## config.mk

```make
export PLATFORM = sky130hd
export DESIGN_NAME = uac_ctrl
export DESIGN_NICKNAME = d
export VERILOG_FILES = /design/src/uac_pkg.sv /design/src/uac_rx_warmup.sv /design/src/uac_ctrl.sv
export SDC_FILE = /design/constraint.sdc
export NUM_CORES = 1
export LEC_CHECK = 0
export BUFFER_PORTS_ARGS = -buffer_cell sky130_fd_sc_hd__buf_4
export CORE_UTILIZATION = 30
export CTS_CLUSTER_DIAMETER = 50
export DETAILED_ROUTE_END_ITERATION = 16
export HOLD_SLACK_MARGIN = 0.1
export PLACE_DENSITY_LB_ADDON = 0.2
export SLEW_MARGIN = 20
export SYNTH_ARGS = -nofsm -noshare
export SYNTH_HDL_FRONTEND = slang
export SYNTH_SLANG_ARGS = --single-unit
```

## constraint.sdc

```tcl
create_clock -name clk -period 0.8 [get_ports clk]
set_input_delay 0 -clock clk [delete_from_list [all_inputs] [get_ports clk]]
set_output_delay 0 -clock clk [all_outputs]
set_load 0.01 [all_outputs]
```

## src/uac_pkg.sv

```systemverilog
// constants shared by the serial port control block and its receiver warm-up timer
// assumes a 100 MHz base clock and an AHB-Lite register bus with 32-bit data
package uac_pkg;

	// register byte offsets
	localparam logic [7:0] UAC_CTRL_OFF   = 8'h00;
	localparam logic [7:0] UAC_OPT_OFF    = 8'h04;
	localparam logic [7:0] UAC_STATUS_OFF = 8'h08;

	// control register fields
	localparam int UAC_PWR_BIT   = 7;
	localparam int UAC_TXE_BIT   = 6;
	localparam int UAC_RXE_BIT   = 5;
	localparam int UAC_ORDER_BIT = 4;
	localparam int UAC_PAR_HI    = 3;
	localparam int UAC_PAR_LO    = 2;
	localparam int UAC_CLEN_BIT  = 1;
	localparam int UAC_STOP_BIT  = 0;
	localparam logic [7:0] UAC_CTRL_RESET = 8'h10;

	// option register: transmit level inversion
	localparam int UAC_INV_BIT = 0;
	localparam logic UAC_INV_RESET = 1'b0;

	// status register fields
	localparam int UAC_ST_ACCEPT_BIT = 0;
	localparam int UAC_ST_EDGE_BIT   = 1;
	localparam int UAC_ST_PWR_BIT    = 2;

	// parity modes
	typedef enum logic [1:0] {
		UAC_PAR_NONE = 2'b00,
		UAC_PAR_ZERO = 2'b01,
		UAC_PAR_ODD  = 2'b10,
		UAC_PAR_EVEN = 2'b11
	} uac_parity_t;

	// receiver warm-up, in base clock cycles
	localparam int UAC_CNT_W = 3;
	localparam logic [UAC_CNT_W-1:0] UAC_RX_ACCEPT_CYC = 3'h2;
	localparam logic [UAC_CNT_W-1:0] UAC_RX_EDGE_CYC   = 3'h4;

	// bus encodings
	localparam logic [1:0] UAC_HTRANS_NONSEQ = 2'b10;
	localparam logic [1:0] UAC_HTRANS_SEQ    = 2'b11;
	localparam logic       UAC_HRESP_OKAY    = 1'b0;

endpackage

```

## src/uac_rx_warmup.sv

```systemverilog
// receiver warm-up timer: delays data acceptance and rising-edge detection
// assumes rst is the port reset (system reset or power off), asynchronous
`timescale 1ns/1ns
module uac_rx_warmup
	import uac_pkg::*;
(
	input  wire logic clk,
	input  wire logic rst,
	input  wire logic enable,
	output logic      accept_q,
	output logic      edge_q
);

	logic [UAC_CNT_W-1:0] cnt_q;
	logic [UAC_CNT_W-1:0] cnt_d;
	logic                 accept_d;
	logic                 edge_d;

	// saturates at the longest delay so it never wraps
	assign cnt_d = !enable ? '0 :
		(cnt_q == UAC_RX_EDGE_CYC) ? cnt_q : cnt_q + 3'h1;
	assign accept_d = enable && (cnt_q >= UAC_RX_ACCEPT_CYC - 3'h1);
	assign edge_d   = enable && (cnt_q >= UAC_RX_EDGE_CYC - 3'h1);

	always_ff @(posedge clk or posedge rst) begin
		if (rst) begin
			cnt_q    <= '0;
			accept_q <= 1'b0;
			edge_q   <= 1'b0;
		end else begin
			cnt_q    <= cnt_d;
			accept_q <= accept_d;
			edge_q   <= edge_d;
		end
	end
endmodule

```

## src/uac_ctrl.sv

```systemverilog
// control register and enable logic of the asynchronous serial port
// assumes one AHB-Lite master, zero-wait slave; serial shifters sit outside
//
// Functional notes
// - control register is 8 bits, read and written as byte or bit
// - reset loads 10h: port off, tx and rx off, lsb first
// - bit 7 powers the port; clearing it resets port logic asynchronously
// - while powered off tx pin idles high, or low when inverted
// - bit 6 enables transmitter; power set first, cleared last
// - bit 5 enables receiver; power set first, cleared last
// - receiver accepts data two cycles after its enable is set; rx_accept_en here rises three cycles after bit 5 is set
// - rx rising-edge detection starts four cycles after enable is set; rx_edge_en here rises five cycles after bit 5 is set
// - bit 1 selects 7 or 8 data bits; lin needs 8
// - bit 0 selects one or two transmitted stop bits
// - zero parity reception performs no parity check
//
// Design decisions made here: the placing of the registers and the AHB-Lite interface to the registers.
`timescale 1ns/1ns
module uac_ctrl
	import uac_pkg::*;
(
	input  wire logic        clk,
	input  wire logic        sys_rst,
	// AHB-Lite slave
	input  wire logic        hsel,
	input  wire logic [31:0] haddr,
	input  wire logic [1:0]  htrans,
	input  wire logic        hwrite,
	input  wire logic [2:0]  hsize,
	input  wire logic [31:0] hwdata,
	input  wire logic        hready,
	output logic      [31:0] hrdata,
	output logic             hreadyout,
	output logic             hresp,
	// from the transmit shifter
	input  wire logic        tx_serial_data,
	// to the port logic
	output logic             serial_tx_pin,
	output logic             port_reset,
	output logic             tx_enable,
	output logic             rx_enable,
	output logic             rx_accept_en,
	output logic             rx_edge_en,
	output logic             bit_order_lsb,
	output logic      [1:0]  parity_mode,
	output logic             parity_check_en,
	output logic             char_len_eight,
	output logic             stop_two
);

	function automatic logic reg_hit(input logic [7:0] addr, input logic [7:0] off);
		reg_hit = (addr[7:2] == off[7:2]);
	endfunction

	// register state
	logic [7:0] ctrl_q;
	logic [7:0] ctrl_d;
	logic       inv_q;
	logic       inv_d;

	// data phase bookkeeping
	logic       wr_pend_q;
	logic [7:0] wr_addr_q;
	logic       wr_lane0_q;

	logic        addr_valid;
	logic        rd_req;
	logic        wr_req;
	logic        wr_ctrl;
	logic        wr_opt;
	logic        order_locked;
	logic [7:0]  ctrl_wr_val;
	logic [31:0] rd_val;
	logic        pwr_d;
	logic        port_rst;
	logic        rx_en_gated;
	logic        accept_w;
	logic        edge_w;
	logic        par_check_d;

	assign addr_valid = hsel && hready && (htrans == UAC_HTRANS_NONSEQ || htrans == UAC_HTRANS_SEQ);
	assign rd_req     = addr_valid && !hwrite;
	assign wr_req     = addr_valid && hwrite;

	// only byte lane 0 carries register data; other lanes are ignored
	assign wr_ctrl = wr_pend_q && wr_lane0_q && reg_hit(wr_addr_q, UAC_CTRL_OFF);
	assign wr_opt  = wr_pend_q && wr_lane0_q && reg_hit(wr_addr_q, UAC_OPT_OFF);

	// order must not change under a running frame
	assign order_locked = ctrl_q[UAC_PWR_BIT] && (ctrl_q[UAC_TXE_BIT] || ctrl_q[UAC_RXE_BIT]);
	assign ctrl_wr_val = {hwdata[7:5],
		order_locked ? ctrl_q[UAC_ORDER_BIT] : hwdata[UAC_ORDER_BIT],
		hwdata[3:0]};
	assign ctrl_d = wr_ctrl ? ctrl_wr_val : ctrl_q;
	assign inv_d  = wr_opt ? hwdata[UAC_INV_BIT] : inv_q;
	assign pwr_d  = ctrl_d[UAC_PWR_BIT];

	// read mux looks at next control and option values so a read of them right after a write is current
	assign rd_val =
		reg_hit(haddr[7:0], UAC_CTRL_OFF) ? {24'h0, ctrl_d} :
		reg_hit(haddr[7:0], UAC_OPT_OFF)  ? {31'h0, inv_d} :
		reg_hit(haddr[7:0], UAC_STATUS_OFF) ?
			{29'h0, ctrl_q[UAC_PWR_BIT], edge_w, accept_w} : 32'h0;

	// power off holds the rx warm-up timer in reset, no clock needed; the registered outputs drop on the same edge that clears bit 7
	assign port_rst = sys_rst || !ctrl_q[UAC_PWR_BIT];

	// enables act only with power on
	assign rx_en_gated = ctrl_q[UAC_RXE_BIT] && ctrl_q[UAC_PWR_BIT];

	// zero parity and no parity both skip the check
	assign par_check_d = pwr_d && ctrl_d[UAC_RXE_BIT] &&
		(ctrl_d[UAC_PAR_HI:UAC_PAR_LO] == UAC_PAR_ODD ||
		 ctrl_d[UAC_PAR_HI:UAC_PAR_LO] == UAC_PAR_EVEN);

	always_ff @(posedge clk or posedge sys_rst) begin
		if (sys_rst) begin
			wr_pend_q  <= 1'b0;
			wr_addr_q  <= 8'h00;
			wr_lane0_q <= 1'b0;
			hrdata     <= 32'h0;
			hreadyout  <= 1'b0;
		end else begin
			wr_pend_q  <= wr_req;
			wr_addr_q  <= haddr[7:0];
			wr_lane0_q <= (haddr[1:0] == 2'b00);
			hrdata     <= rd_req ? rd_val : 32'h0;
			hreadyout  <= 1'b1;
		end
	end

	always_ff @(posedge clk or posedge sys_rst) begin
		if (sys_rst) begin
			ctrl_q <= UAC_CTRL_RESET;
			inv_q  <= UAC_INV_RESET;
		end else begin
			ctrl_q <= ctrl_d;
			inv_q  <= inv_d;
		end
	end

	always_ff @(posedge clk or posedge sys_rst) begin
		if (sys_rst) begin
			serial_tx_pin   <= 1'b1;
			port_reset      <= 1'b1;
			tx_enable       <= 1'b0;
			rx_enable       <= 1'b0;
			bit_order_lsb   <= UAC_CTRL_RESET[UAC_ORDER_BIT];
			parity_mode     <= UAC_PAR_NONE;
			parity_check_en <= 1'b0;
			char_len_eight  <= 1'b0;
			stop_two        <= 1'b0;
		end else begin
			serial_tx_pin   <= pwr_d ? (tx_serial_data ^ inv_d) : !inv_d;
			port_reset      <= !pwr_d;
			tx_enable       <= pwr_d && ctrl_d[UAC_TXE_BIT];
			rx_enable       <= pwr_d && ctrl_d[UAC_RXE_BIT];
			bit_order_lsb   <= ctrl_d[UAC_ORDER_BIT];
			parity_mode     <= ctrl_d[UAC_PAR_HI:UAC_PAR_LO];
			parity_check_en <= par_check_d;
			char_len_eight  <= ctrl_d[UAC_CLEN_BIT];
			stop_two        <= ctrl_d[UAC_STOP_BIT];
		end
	end

	// zero-wait bus: hresp never leaves OKAY
	always_ff @(posedge clk or posedge sys_rst) begin
		if (sys_rst) begin
			hresp <= UAC_HRESP_OKAY;
		end else begin
			hresp <= UAC_HRESP_OKAY;
		end
	end

	uac_rx_warmup u_rx_warmup (
		.clk      (clk),
		.rst      (port_rst),
		.enable   (rx_en_gated),
		.accept_q (accept_w),
		.edge_q   (edge_w)
	);

	// warm-up flags pass through one more flop to stay registered at the top
	always_ff @(posedge clk or posedge sys_rst) begin
		if (sys_rst) begin
			rx_accept_en <= 1'b0;
			rx_edge_en   <= 1'b0;
		end else begin
			rx_accept_en <= accept_w && pwr_d;
			rx_edge_en   <= edge_w && pwr_d;
		end
	end
endmodule

```

# --- Yosys cells after proc, flatten, opt, wreduce, memory -nomap -nowiden ---
# Index checks and enable logic that the tools add are counted.
totals:
  regBits: 45
  input_bits: 75
  wordCells: 71
op_classes:
  add_sub_neg: 1
  order_cmp: 2
  n_eq_ne: 9
  n_mux: 10
  n_bitwise: 1
  n_reduce_logical: 27
ops:
  columns: ["operator", "n"]
  rows:
  - ["$mux W8", 3]
  - ["$logic_and A1 B1 Y1", 16]
  - ["$eq A6 B1 Y1 const B", 2]
  - ["$logic_not A6 Y1", 2]
  - ["$mux W3", 4]
  - ["$eq A2 B2 Y1 const B", 4]
  - ["$eq A6 B2 Y1 const B", 1]
  - ["$logic_not A1 Y1", 4]
  - ["$logic_or A1 B1 Y1", 4]
  - ["$add A3 B1 Y3 const B", 1]
  - ["$eq A3 B3 Y1 const B", 1]
  - ["$ge A3 B1 Y1 const B", 1]
  - ["$ge A3 B2 Y1 const B", 1]
  - ["$mux W1", 3]
  - ["$logic_not A2 Y1", 1]
  - ["$ne A2 B2 Y1 const B", 1]
  - ["$xor A1 B1 Y1", 1]

# --- Longest topological paths before layout ---
# Gate-level depths: netlist of run 1.
logic_depth:
  ltp_word: 7
  ltp_mapped: 5
  depth_no_buf: 5

# --- Hierarchy ---
# A second synthesis of run 1 with hierarchy kept.
unflattened:
  cells_unflattened: 150
  hier_area_um2: 1707.9
by_module_without_submodules:
  columns: ["mod", "instances", "cells_per_inst", "area_per_inst_um2", "seq_area_each_um2"]
  rows:
  - ["uac_ctrl", 1, 125, 1445.1, 829.5]
  - ["uac_rx_warmup", 1, 25, 262.8, 125.1]

# --- Worst setup path before layout of run 1 ---
# OpenSTA, ideal clock, no wires.
synth_path:
  path_type: "register to register"
  startpoint: "register wr_addr_q[7]"
  endpoint: "register hrdata[4]"
  t_arrival_ns: 1.565
  setup_slack_ns: -0.883
  path_stages_with_launch: 5
  n_path_buf: 0
  synth_period_minus_slack_ns: 1.683
  cell_sequence: "dfrtp_1 or4_4 nor3_2 mux2_2 and2b_1"
synth_via:
  elab_chain_cells: 5
synth_rtl:
  columns: ["element", "line", "rtl"]
  rows:
  - ["from (decl)", "uac_ctrl.sv:63", "logic [7:0] wr_addr_q;"]
  - ["from (signal assigned)", "uac_ctrl.sv:125", "wr_addr_q <= haddr[7:0];"]
  - ["$logic_not A6 Y1", "uac_ctrl.sv:52", "reg_hit = (addr[7:2] == off[7:2]);"]
  - ["$logic_and A1 B1 Y1", "uac_ctrl.sv:86", "assign wr_ctrl = wr_pend_q && wr_lane0_q && reg_hit(wr_addr_q, UAC_CTRL_OFF);"]
  - ["$mux W8", "uac_ctrl.sv:94", "assign ctrl_d = wr_ctrl ? ctrl_wr_val : ctrl_q;"]
  - ["net ctrl_d[4]", "uac_ctrl.sv:57", "logic [7:0] ctrl_d;"]
  - ["$mux W8", "uac_ctrl.sv:100", "reg_hit(haddr[7:0], UAC_CTRL_OFF) ? {24'h0, ctrl_d} :"]
  - ["$mux W8", "uac_ctrl.sv:127", "hrdata <= rd_req ? rd_val : 32'h0;"]
  - ["to (signal assigned)", "uac_ctrl.sv:127", null]
  - ["to (decl)", "uac_ctrl.sv:32", "output logic [31:0] hrdata,"]
# The timed path passes the listed nets, and every way through them passes these cells.
# A chain may end at the register's enable or synchronous reset.

# --- Final worst setup path of run 1 ---
layout_path:
  startpoint: "register wr_addr_q[2]"
  endpoint: "register hrdata[4]"
# The elaborated chain is that of the path after synthesis.

==> results of run 1 <==
## power by group through the flow
stage | Clock [uW] | Combinational, uW | Sequential, uW
final | 1990 | 429 | 1980
after global routing | 2120 | 469 | 1990
after CTS | 2020 | 422 | 1980
after detailed placement | 0 | 337 | 2020
after global placement | 0 | 337 | 2020
after floorplan | 0 | 225 | 2020
## layer usage
metal / global-route usage [%] / part of all wire, % / up-vias
met5: 0 / 0 / -
met4: 5.00 / 1.1 / 0
met3: 3.37 / 5.0 / 5
met2: 23.9 / 54 / 41
met1: 15.2 / 40 / 636
li1: - / - / 640
## what timing repair did
action,CTS,global route
buffers inserted,4,3
hold endpoints to repair,64,4
resized for setup,44,14
setup endpoints to repair,43,50
pin swaps,13,6
## area by class of cell
type / instances / share of cell area, %
sequential: 38 / 33.0
timing repair buffer: 94 / 30.3
multi-input combinational: 98 / 27.4
tap: 72 / 3.10
clock buffer: 6 / 2.84
clock inverter: 2 / 2.07
inverter: 10 / 1.29
## worst paths after layout
| kind | cells after the start | endpoint | start | slack (ns) |
|---|---|---|---|---|
| worst max register to register | 4 | hrdata[4]$_DFF_PP0_ | wr_addr_q[2]$_DFF_PP0_ | -0.86 |
| worst max-delay path | 4 | hrdata[4]$_DFF_PP0_ | wr_addr_q[2]$_DFF_PP0_ | -0.86 |
| min in group asynchronous | 4 | hrdata[2]$_DFF_PP0_ | sys_rst | 0.32 |
| worst min register to register | 3 | u_rx_warmup.accept_q$_DFF_PP0_ | ctrl_q[7]$_DFF_PP0_ | 0.48 |
| worst min-delay path | 2 | ctrl_q[4]$_DFF_PP1_ | hwdata[4] | -0.04 |
| max in group asynchronous | 3 | u_rx_warmup.cnt_q[1]$_DFFE_PP0P_ | ctrl_q[7]$_DFF_PP0_ | 0.20 |
## synth_stat cells
cell type                   number
sky130_fd_sc_hd__nand3_1         4
sky130_fd_sc_hd__nand4_1         2
sky130_fd_sc_hd__nor4_1          1
sky130_fd_sc_hd__a41oi_1         1
sky130_fd_sc_hd__inv_1          10
sky130_fd_sc_hd__ha_1            4
sky130_fd_sc_hd__nor2b_1         4
sky130_fd_sc_hd__nor3b_4         1
sky130_fd_sc_hd__nand2b_1        1
sky130_fd_sc_hd__a21oi_1         4
sky130_fd_sc_hd__xnor2_1         2
sky130_fd_sc_hd__conb_1          2
sky130_fd_sc_hd__nor3_1          2
sky130_fd_sc_hd__a221oi_1        1
sky130_fd_sc_hd__or4_4           2
sky130_fd_sc_hd__nand2_1         6
sky130_fd_sc_hd__nor2_1         13
sky130_fd_sc_hd__buf_4          28
sky130_fd_sc_hd__mux2_2          3
sky130_fd_sc_hd__dfstp_2         3
sky130_fd_sc_hd__a211oi_1        1
sky130_fd_sc_hd__o211ai_1        1
sky130_fd_sc_hd__nand4bb_4       1
sky130_fd_sc_hd__o21ai_0         2
sky130_fd_sc_hd__o2111a_1        1
sky130_fd_sc_hd__and3_2          1
sky130_fd_sc_hd__nand4b_1        1
sky130_fd_sc_hd__dfrtp_1        35
sky130_fd_sc_hd__and4bb_2        1
sky130_fd_sc_hd__and2b_1         2
sky130_fd_sc_hd__a21boi_0        1
sky130_fd_sc_hd__nor3_2          2
sky130_fd_sc_hd__and2_1          1
sky130_fd_sc_hd__o21ai_1         1
sky130_fd_sc_hd__mux2_4          1
sky130_fd_sc_hd__mux2i_1         3
sky130_fd_sc_hd__o21a_1          1
## per-stage QoR
step / utilization, % / hold slack (ns) / setup WS, ns / instances
6_report: 52.4 / -0.0432 / -0.860 / 320
3_3_place_gp: 41.7 / 0.0771 / -0.861 / 289
2_1_floorplan: - / -0.112 / -0.865 / 174
3_5_place_dp: 41.7 / 0.0745 / -0.885 / 289
5_1_grt: 52.4 / -0.0513 / -0.918 / 320
4_1_cts: 51.1 / -0.0536 / -0.861 / 318
## kinds of logic (layout without fill, tap and decap cells)
family / after synthesis / in the layout / synth area share, %
simple gates: 45 / 45 / 16.7
xor+xnor: 2 / 2 / 1.01
fa+ha+maj: 4 / 4 / 2.88
mux: 7 / 7 / 4.53
compound gates: 14 / 14 / 5.39
flops: 38 / 38 / 54.9
buf+inv: 38 / 112 / 14.2
other cells: 2 / 26 / 0.432
## sequential cells by signal, indices dropped and copies added (netlist names), 3 cells and up
name	cells
u_rx_warmup.cnt_q	3
hrdata	8
ctrl_q	8
wr_addr_q	6
==> run summary, run 1 <==
After filler insertion, the fill cell instance count of the layout stands at 511. The data arrival at the endpoint of the critical path came out at 1.84 ns. The count of endpoints failing setup in the final report is 38. The sequential group share of total power is 45.0%. The number of warning messages in the yosys log is 0. Summing all flip-flop and latch instances after layout gives 957 sq um. The power per cell area is 1520 nW/um^2. The remaining design rule violation count is 0. In this run the horizontal extent of the chip is 78.2 microns.

The H-tree generated during clock tree synthesis spans 2 levels. The number of top-level pins is 121. The run finished, with violations left. The die boundary height is 78.2 microns. The critical setup path kind is flop to flop. The number of distinct standard cells referenced by the synthesized netlist came out at 37. The family with the most delay on the worst path is simple AND/OR/NAND/NOR gates. Net switching is 20.0% of the power. The highest cell delay on the worst timing path came out at 0.57 ns. The detailed router placed 1322 vias in this run.

Per report_power, the combinational group accounts for 9.7% of the total. The maximum fanout count along the critical path came out at 3. The area of the mapped netlist came out at 1740 sq um. For this configuration, the core starts out at a cell density of 31.4%. The share of cells above drive strength 1 is 50.4%.

The clock skew after layout came out at 0.0113 ns. Once detailed placement completed, the half-perimeter wirelength came to 2.68 mm. The CTS tree is built. The number of antenna violations at the first check in global routing came out at 0. The diode insertion count for antenna repair is 0.

The count of final hold-check violations is 2. The number of nets in the finished design is 326. Max-cap violations in this run came to 0. Leaving out fill and tap cells, the most frequent cell in the layout is sky130_fd_sc_hd__buf_4. After synthesis the netlist holds a flip-flop and latch count of 38. The clock tree buffer depth came out at 2.

The final worst setup slack came out at -0.860 ns. For this run, the register share of the synthesized area comes to 54.9%. The core footprint came out at 5540 sq um. The final cycle utilization of the critical path is 207%.

The global placement routability congestion is 0.703. The cell taking the most area after synthesis is sky130_fd_sc_hd__dfrtp_1. The count of final max-slew check failures is 0. The worst voltage drop across the vdd grid is 0.000751 V.

The class of the worst hold path is input pin to flop. The mean instance size in the synthesized netlist came out at 11.6 sq um. Once detail routing completed, the nets flagged for antenna violations numbered 0.

For this run, the top clock speed supported by timing is 0.603 GHz. STA classifies the critical path endpoint as a flop. The all-layer global routing usage is 13.3%.

The die footprint came out at 6110 sq um. The static leakage came out at 0.00138 uW. In the layout the commonest cells are 44 x sky130_fd_sc_hd__buf_4, 33 x sky130_fd_sc_hd__dfrtp_1, 32 x sky130_fd_sc_hd__buf_6. The clock transition time at the flip-flop clock pins of the worst setup and hold paths came out at 0.07 ns. The routed wire length came out at 3.68 mm.

Clock tree synthesis selected as its root buffer the cell sky130_fd_sc_hd__clkbuf_8. The number of placement rows came out at 27. Summed over all failing endpoints, the final setup total negative slack is -19.06 ns. The number of sinks handled by clock tree synthesis came out at 38. The first global-routing pass estimated 6.15 mm of wire.

Entering global routing, the biggest net connects 34 pins. The design draws 4410 uW. The number of standard cells after synthesis is 150. The net switching power is 880 uW. The checks that failed: negative hold slack, negative setup slack. STA classifies the critical path startpoint as a flop.

The clock latency on the worst-skew pair is 0.29 ns. The relative area change from synthesis to final layout is 66.9%. At the worst endpoint, the required time is 0.98 ns. The number of search-and-repair iterations in the first detailed-routing pass came out at 4. By area the synthesized netlist is led by sky130_fd_sc_hd__dfrtp_1 50%, sky130_fd_sc_hd__buf_4 12%, sky130_fd_sc_hd__dfstp_2 4.5%, sky130_fd_sc_hd__ha_1 2.9%, sky130_fd_sc_hd__nor2_1 2.8%. The number of buffers and inverters on the critical path came out at 0. The hold buffer count at CTS is 17. The first routing iteration left 35 violations. After detailed routing, the average wire length per cell comes to 11.5 microns.

For this design, the slowest cell found on the critical path is sky130_fd_sc_hd__or4_4. Setup repair after global routing could not meet its margin everywhere. The minimum clock period is 1.66 ns. Input and output buffers added on the ports amount to 43.

The design internal power came out at 3530 uW. Summing all multi-input logic gate instances after layout gives 796 sq um. The placed cell area came out at 2310 sq um. The smallest hold slack is -0.0432 ns. The final non-filler cell area came out at 2900 sq um.

The ratio of routed vias to standard cells came out at 4.13. The number of global-route vias before repair came to 1343. Counting the buffers created by CTS gives 5. The global-route congestion overflow total came out at 0. Walking the worst path, the cells encountered are or4_4, nor3_4, mux2_4, and2b_1. The area share of the largest cell type after synthesis is 50.3%. Per report_power, the clock group accounts for 45.2% of the total.
Note: power is estimated with default switching activity, not from simulation.
==> inputs of run 2 (changes only) <==
CORE_MARGIN = 2   (was default)
==> run summary, run 2 (synthesis results as in run 1) <==
The number of standard cells in the layout, taps in and fillers out is 320. The first-pass GRT wire length is 6.24 mm. The count of final hold-check violations was 1. In the final layout, the registers with the most flip-flops are ctrl_q (8), hrdata (8), wr_addr_q (6).

The count of final max-slew check failures is 0. The worst voltage drop across the vdd grid came out at 0.000733 V. The average wire length per cell after detail routing is 11.6 microns. The signal on the critical path passes through or4_4, nor3_4, mux2_4, and2b_1.

The floorplan step defined a die boundary enclosing 6430 sq um. The number of DRC violations after detailed-routing iteration 0 is 61. The horizontal extent of the die came out at 80.2 microns. The number of search-and-repair iterations in the first detailed-routing pass is 2. The critical setup path kind is flop to flop. Clock-pin slew was measured on the worst setup and hold paths at 0.08 ns. The sum of net half-perimeters after detailed placement is 2.67 mm. The number of buffers inserted by port buffering is 43.

The all-layer global routing usage is 13.1%. Counting cells, the worst reg-to-reg path comes to 4. The global placement routability congestion is 0.757. The final reports fail on negative hold slack, negative setup slack. The core region is 5540 sq um.

The sequential group share of total power is 45.0%. The later pin in the worst-skew pair is clocked with a latency of 0.29 ns. The largest individual stage delay along the critical path comes from the cell sky130_fd_sc_hd__or4_4.

The critical path ends at hrdata[4]$_DFF_PP0_. The clock tree buffer depth is 2. The ratio of routed vias to standard cells is 4.03. The class of the worst hold path is input pin to flop. The run finished, with violations left. The number of top-level pins is 121. The data arrival at the endpoint of the critical path is 1.84 ns. The power per cell area came out at 1520 nW/um^2. The routed wire length is 3.71 mm. The design internal power is 3520 uW. The library cell used most frequently in the layout, excluding fill and tap cells, is sky130_fd_sc_hd__buf_4. The count of endpoints failing setup in the final report is 37. The number of antenna violations at the first check in global routing is 0. The number of sinks handled by clock tree synthesis came out at 38. In the layout the commonest cells are 46 x sky130_fd_sc_hd__buf_4, 35 x sky130_fd_sc_hd__dfrtp_1, 30 x sky130_fd_sc_hd__buf_6. The smallest hold slack came out at -0.0332 ns. After detailed routing, the number of remaining DRC violations is 0. The final cycle utilization of the critical path is 208%. The number of placed instances with taps included is 290. The final worst setup slack is -0.861 ns.

The hold buffer count at CTS came out at 17. Detailed routing inserted a total of 1289 vias. The diode insertion count for antenna repair is 0. The reg-to-reg startpoint is wr_addr_q[2]$_DFF_PP0_. The cell sitting at the root of the clock tree is a sky130_fd_sc_hd__clkbuf_8. The die boundary height came out at 80.2 microns. STA classifies the critical path startpoint as a flop. The maximum fanout count along the critical path is 3. The net switching power is 877 uW. The number of buffers created by CTS is 5. In this run the worst setup path begins at wr_addr_q[2]$_DFF_PP0_. The fraction of power spent switching nets is 19.9%. For this run, the post-layout net count is 326. Row generation in the floorplan step produced 27 rows. Setup repair after global routing could not meet its margin everywhere. The data required time at the worst endpoint came out at 0.98 ns.

The final non-filler cell area came out at 2890 sq um. The relative area change from synthesis to final layout came out at 65.9%. The placed cell area came out at 2320 sq um. Summed over all layers, the global routing overflow is 0. The share of cells above drive strength 1 came out at 50.4%.

In this run the critical register-to-register path is captured at hrdata[4]$_DFF_PP0_. The minimum clock period came out at 1.66 ns. The fraction of the core area covered by cells at the end of the flow came out at 52.1%.

Across the run, the number of max-cap violations was 0. The starting density of the core is 31.4%. The cell depth of the worst hold path is 2.

The largest net degree at the start of global routing came out at 34. The highest cell delay on the worst timing path came out at 0.57 ns. The number of nets still failing antenna checks after routing is 0. The number of global-route vias before repair came out at 1343. The number of levels in the clock H-tree is 2. Between clock sinks in the finished design, the worst skew comes to 0.00969 ns. TritonCTS built the clock tree. The clock group share of total power is 45.3%. Combinational logic burns 9.7% of the power. The register-to-register path setup slack came out at -0.86 ns.

Timing would allow up to 0.602 GHz. The type of destination of the critical path is a flop. Summed over all cells, the static leakage comes to 0.00139 uW.
==> run 2: metrics by stage <==
| stage | power, uW | setup slack (ns) | TNS [ns] |
|---|---|---|---|
| 6_report | 4400 | -0.861 | -19.46 |
| 3_5_place_dp | 2350 | -0.876 | -18.64 |
| 4_1_cts | 4440 | -0.866 | -19.32 |
| 5_1_grt | 4600 | -0.921 | -22.04 |
| 2_1_floorplan | 2250 | -0.865 | -16.81 |
| 3_3_place_gp | 2350 | -0.859 | -18.43 |
==> run 2: power by group through the flow <==
stage	sequential (uW)	combinational, uW	clock [uW]
after floorplan	2020	225	0
after global placement	2020	336	0
after detailed placement	2020	339	0
after CTS	1980	427	2040
after global routing	1990	468	2140
final	1980	426	1990
==> run 2: layer usage <==
layer / global-route usage (%) / routed length, microns / part of all wire, % / up-vias
met5: 0 / 0 / 0 / -
met2: 22.4 / 1890 / 51 / 42
met3: 3.60 / 216 / 5.8 / 8
met1: 14.9 / 1520 / 41 / 593
li1: - / - / - / 646
met4: 6.61 / 85 / 2.3 / 0
==> run 2: layout make-up <==
cell class,instances,area (sq um)
fillers,505,2650
flip-flops and latches,38,955
repair buffers,94,873
multi-input cells,98,785
well taps,72,90.1
clock buffers,6,82.6
clock inverters,2,60.1
inverters,10,42.5
==> run 2: repair_timing <==
item                                    CTS  global route
endpoints found under the setup margin   46            50
hold endpoints to repair                 64             4
resized for setup                        43            11
pin swaps                                 9             1
buffers inserted                          6             0
==> run 2: how the worst min path moves through the flow <==
stage,startpoint,endpoint,slack [ns]
2_1_floorplan,sys_rst,u_rx_warmup.accept_q$_DFF_PP0_,-0.11
6_report,hwdata[2],ctrl_q[2]$_DFF_PP0_,-0.03
3_5_place_dp,sys_rst,u_rx_warmup.accept_q$_DFF_PP0_,0.06
3_3_place_gp,sys_rst,u_rx_warmup.edge_q$_DFF_PP0_,0.06
5_1_grt,hwdata[2],ctrl_q[2]$_DFF_PP0_,-0.05
4_1_cts,hwdata[2],ctrl_q[2]$_DFF_PP0_,-0.04
==> run 2: worst max-delay path, delay by kind of cell (launching register included) <==
family           cells  cell delay, ns
AND/OR/NAND/NOR      3            0.86
flip-flops           1            0.38
multiplexers         1            0.31
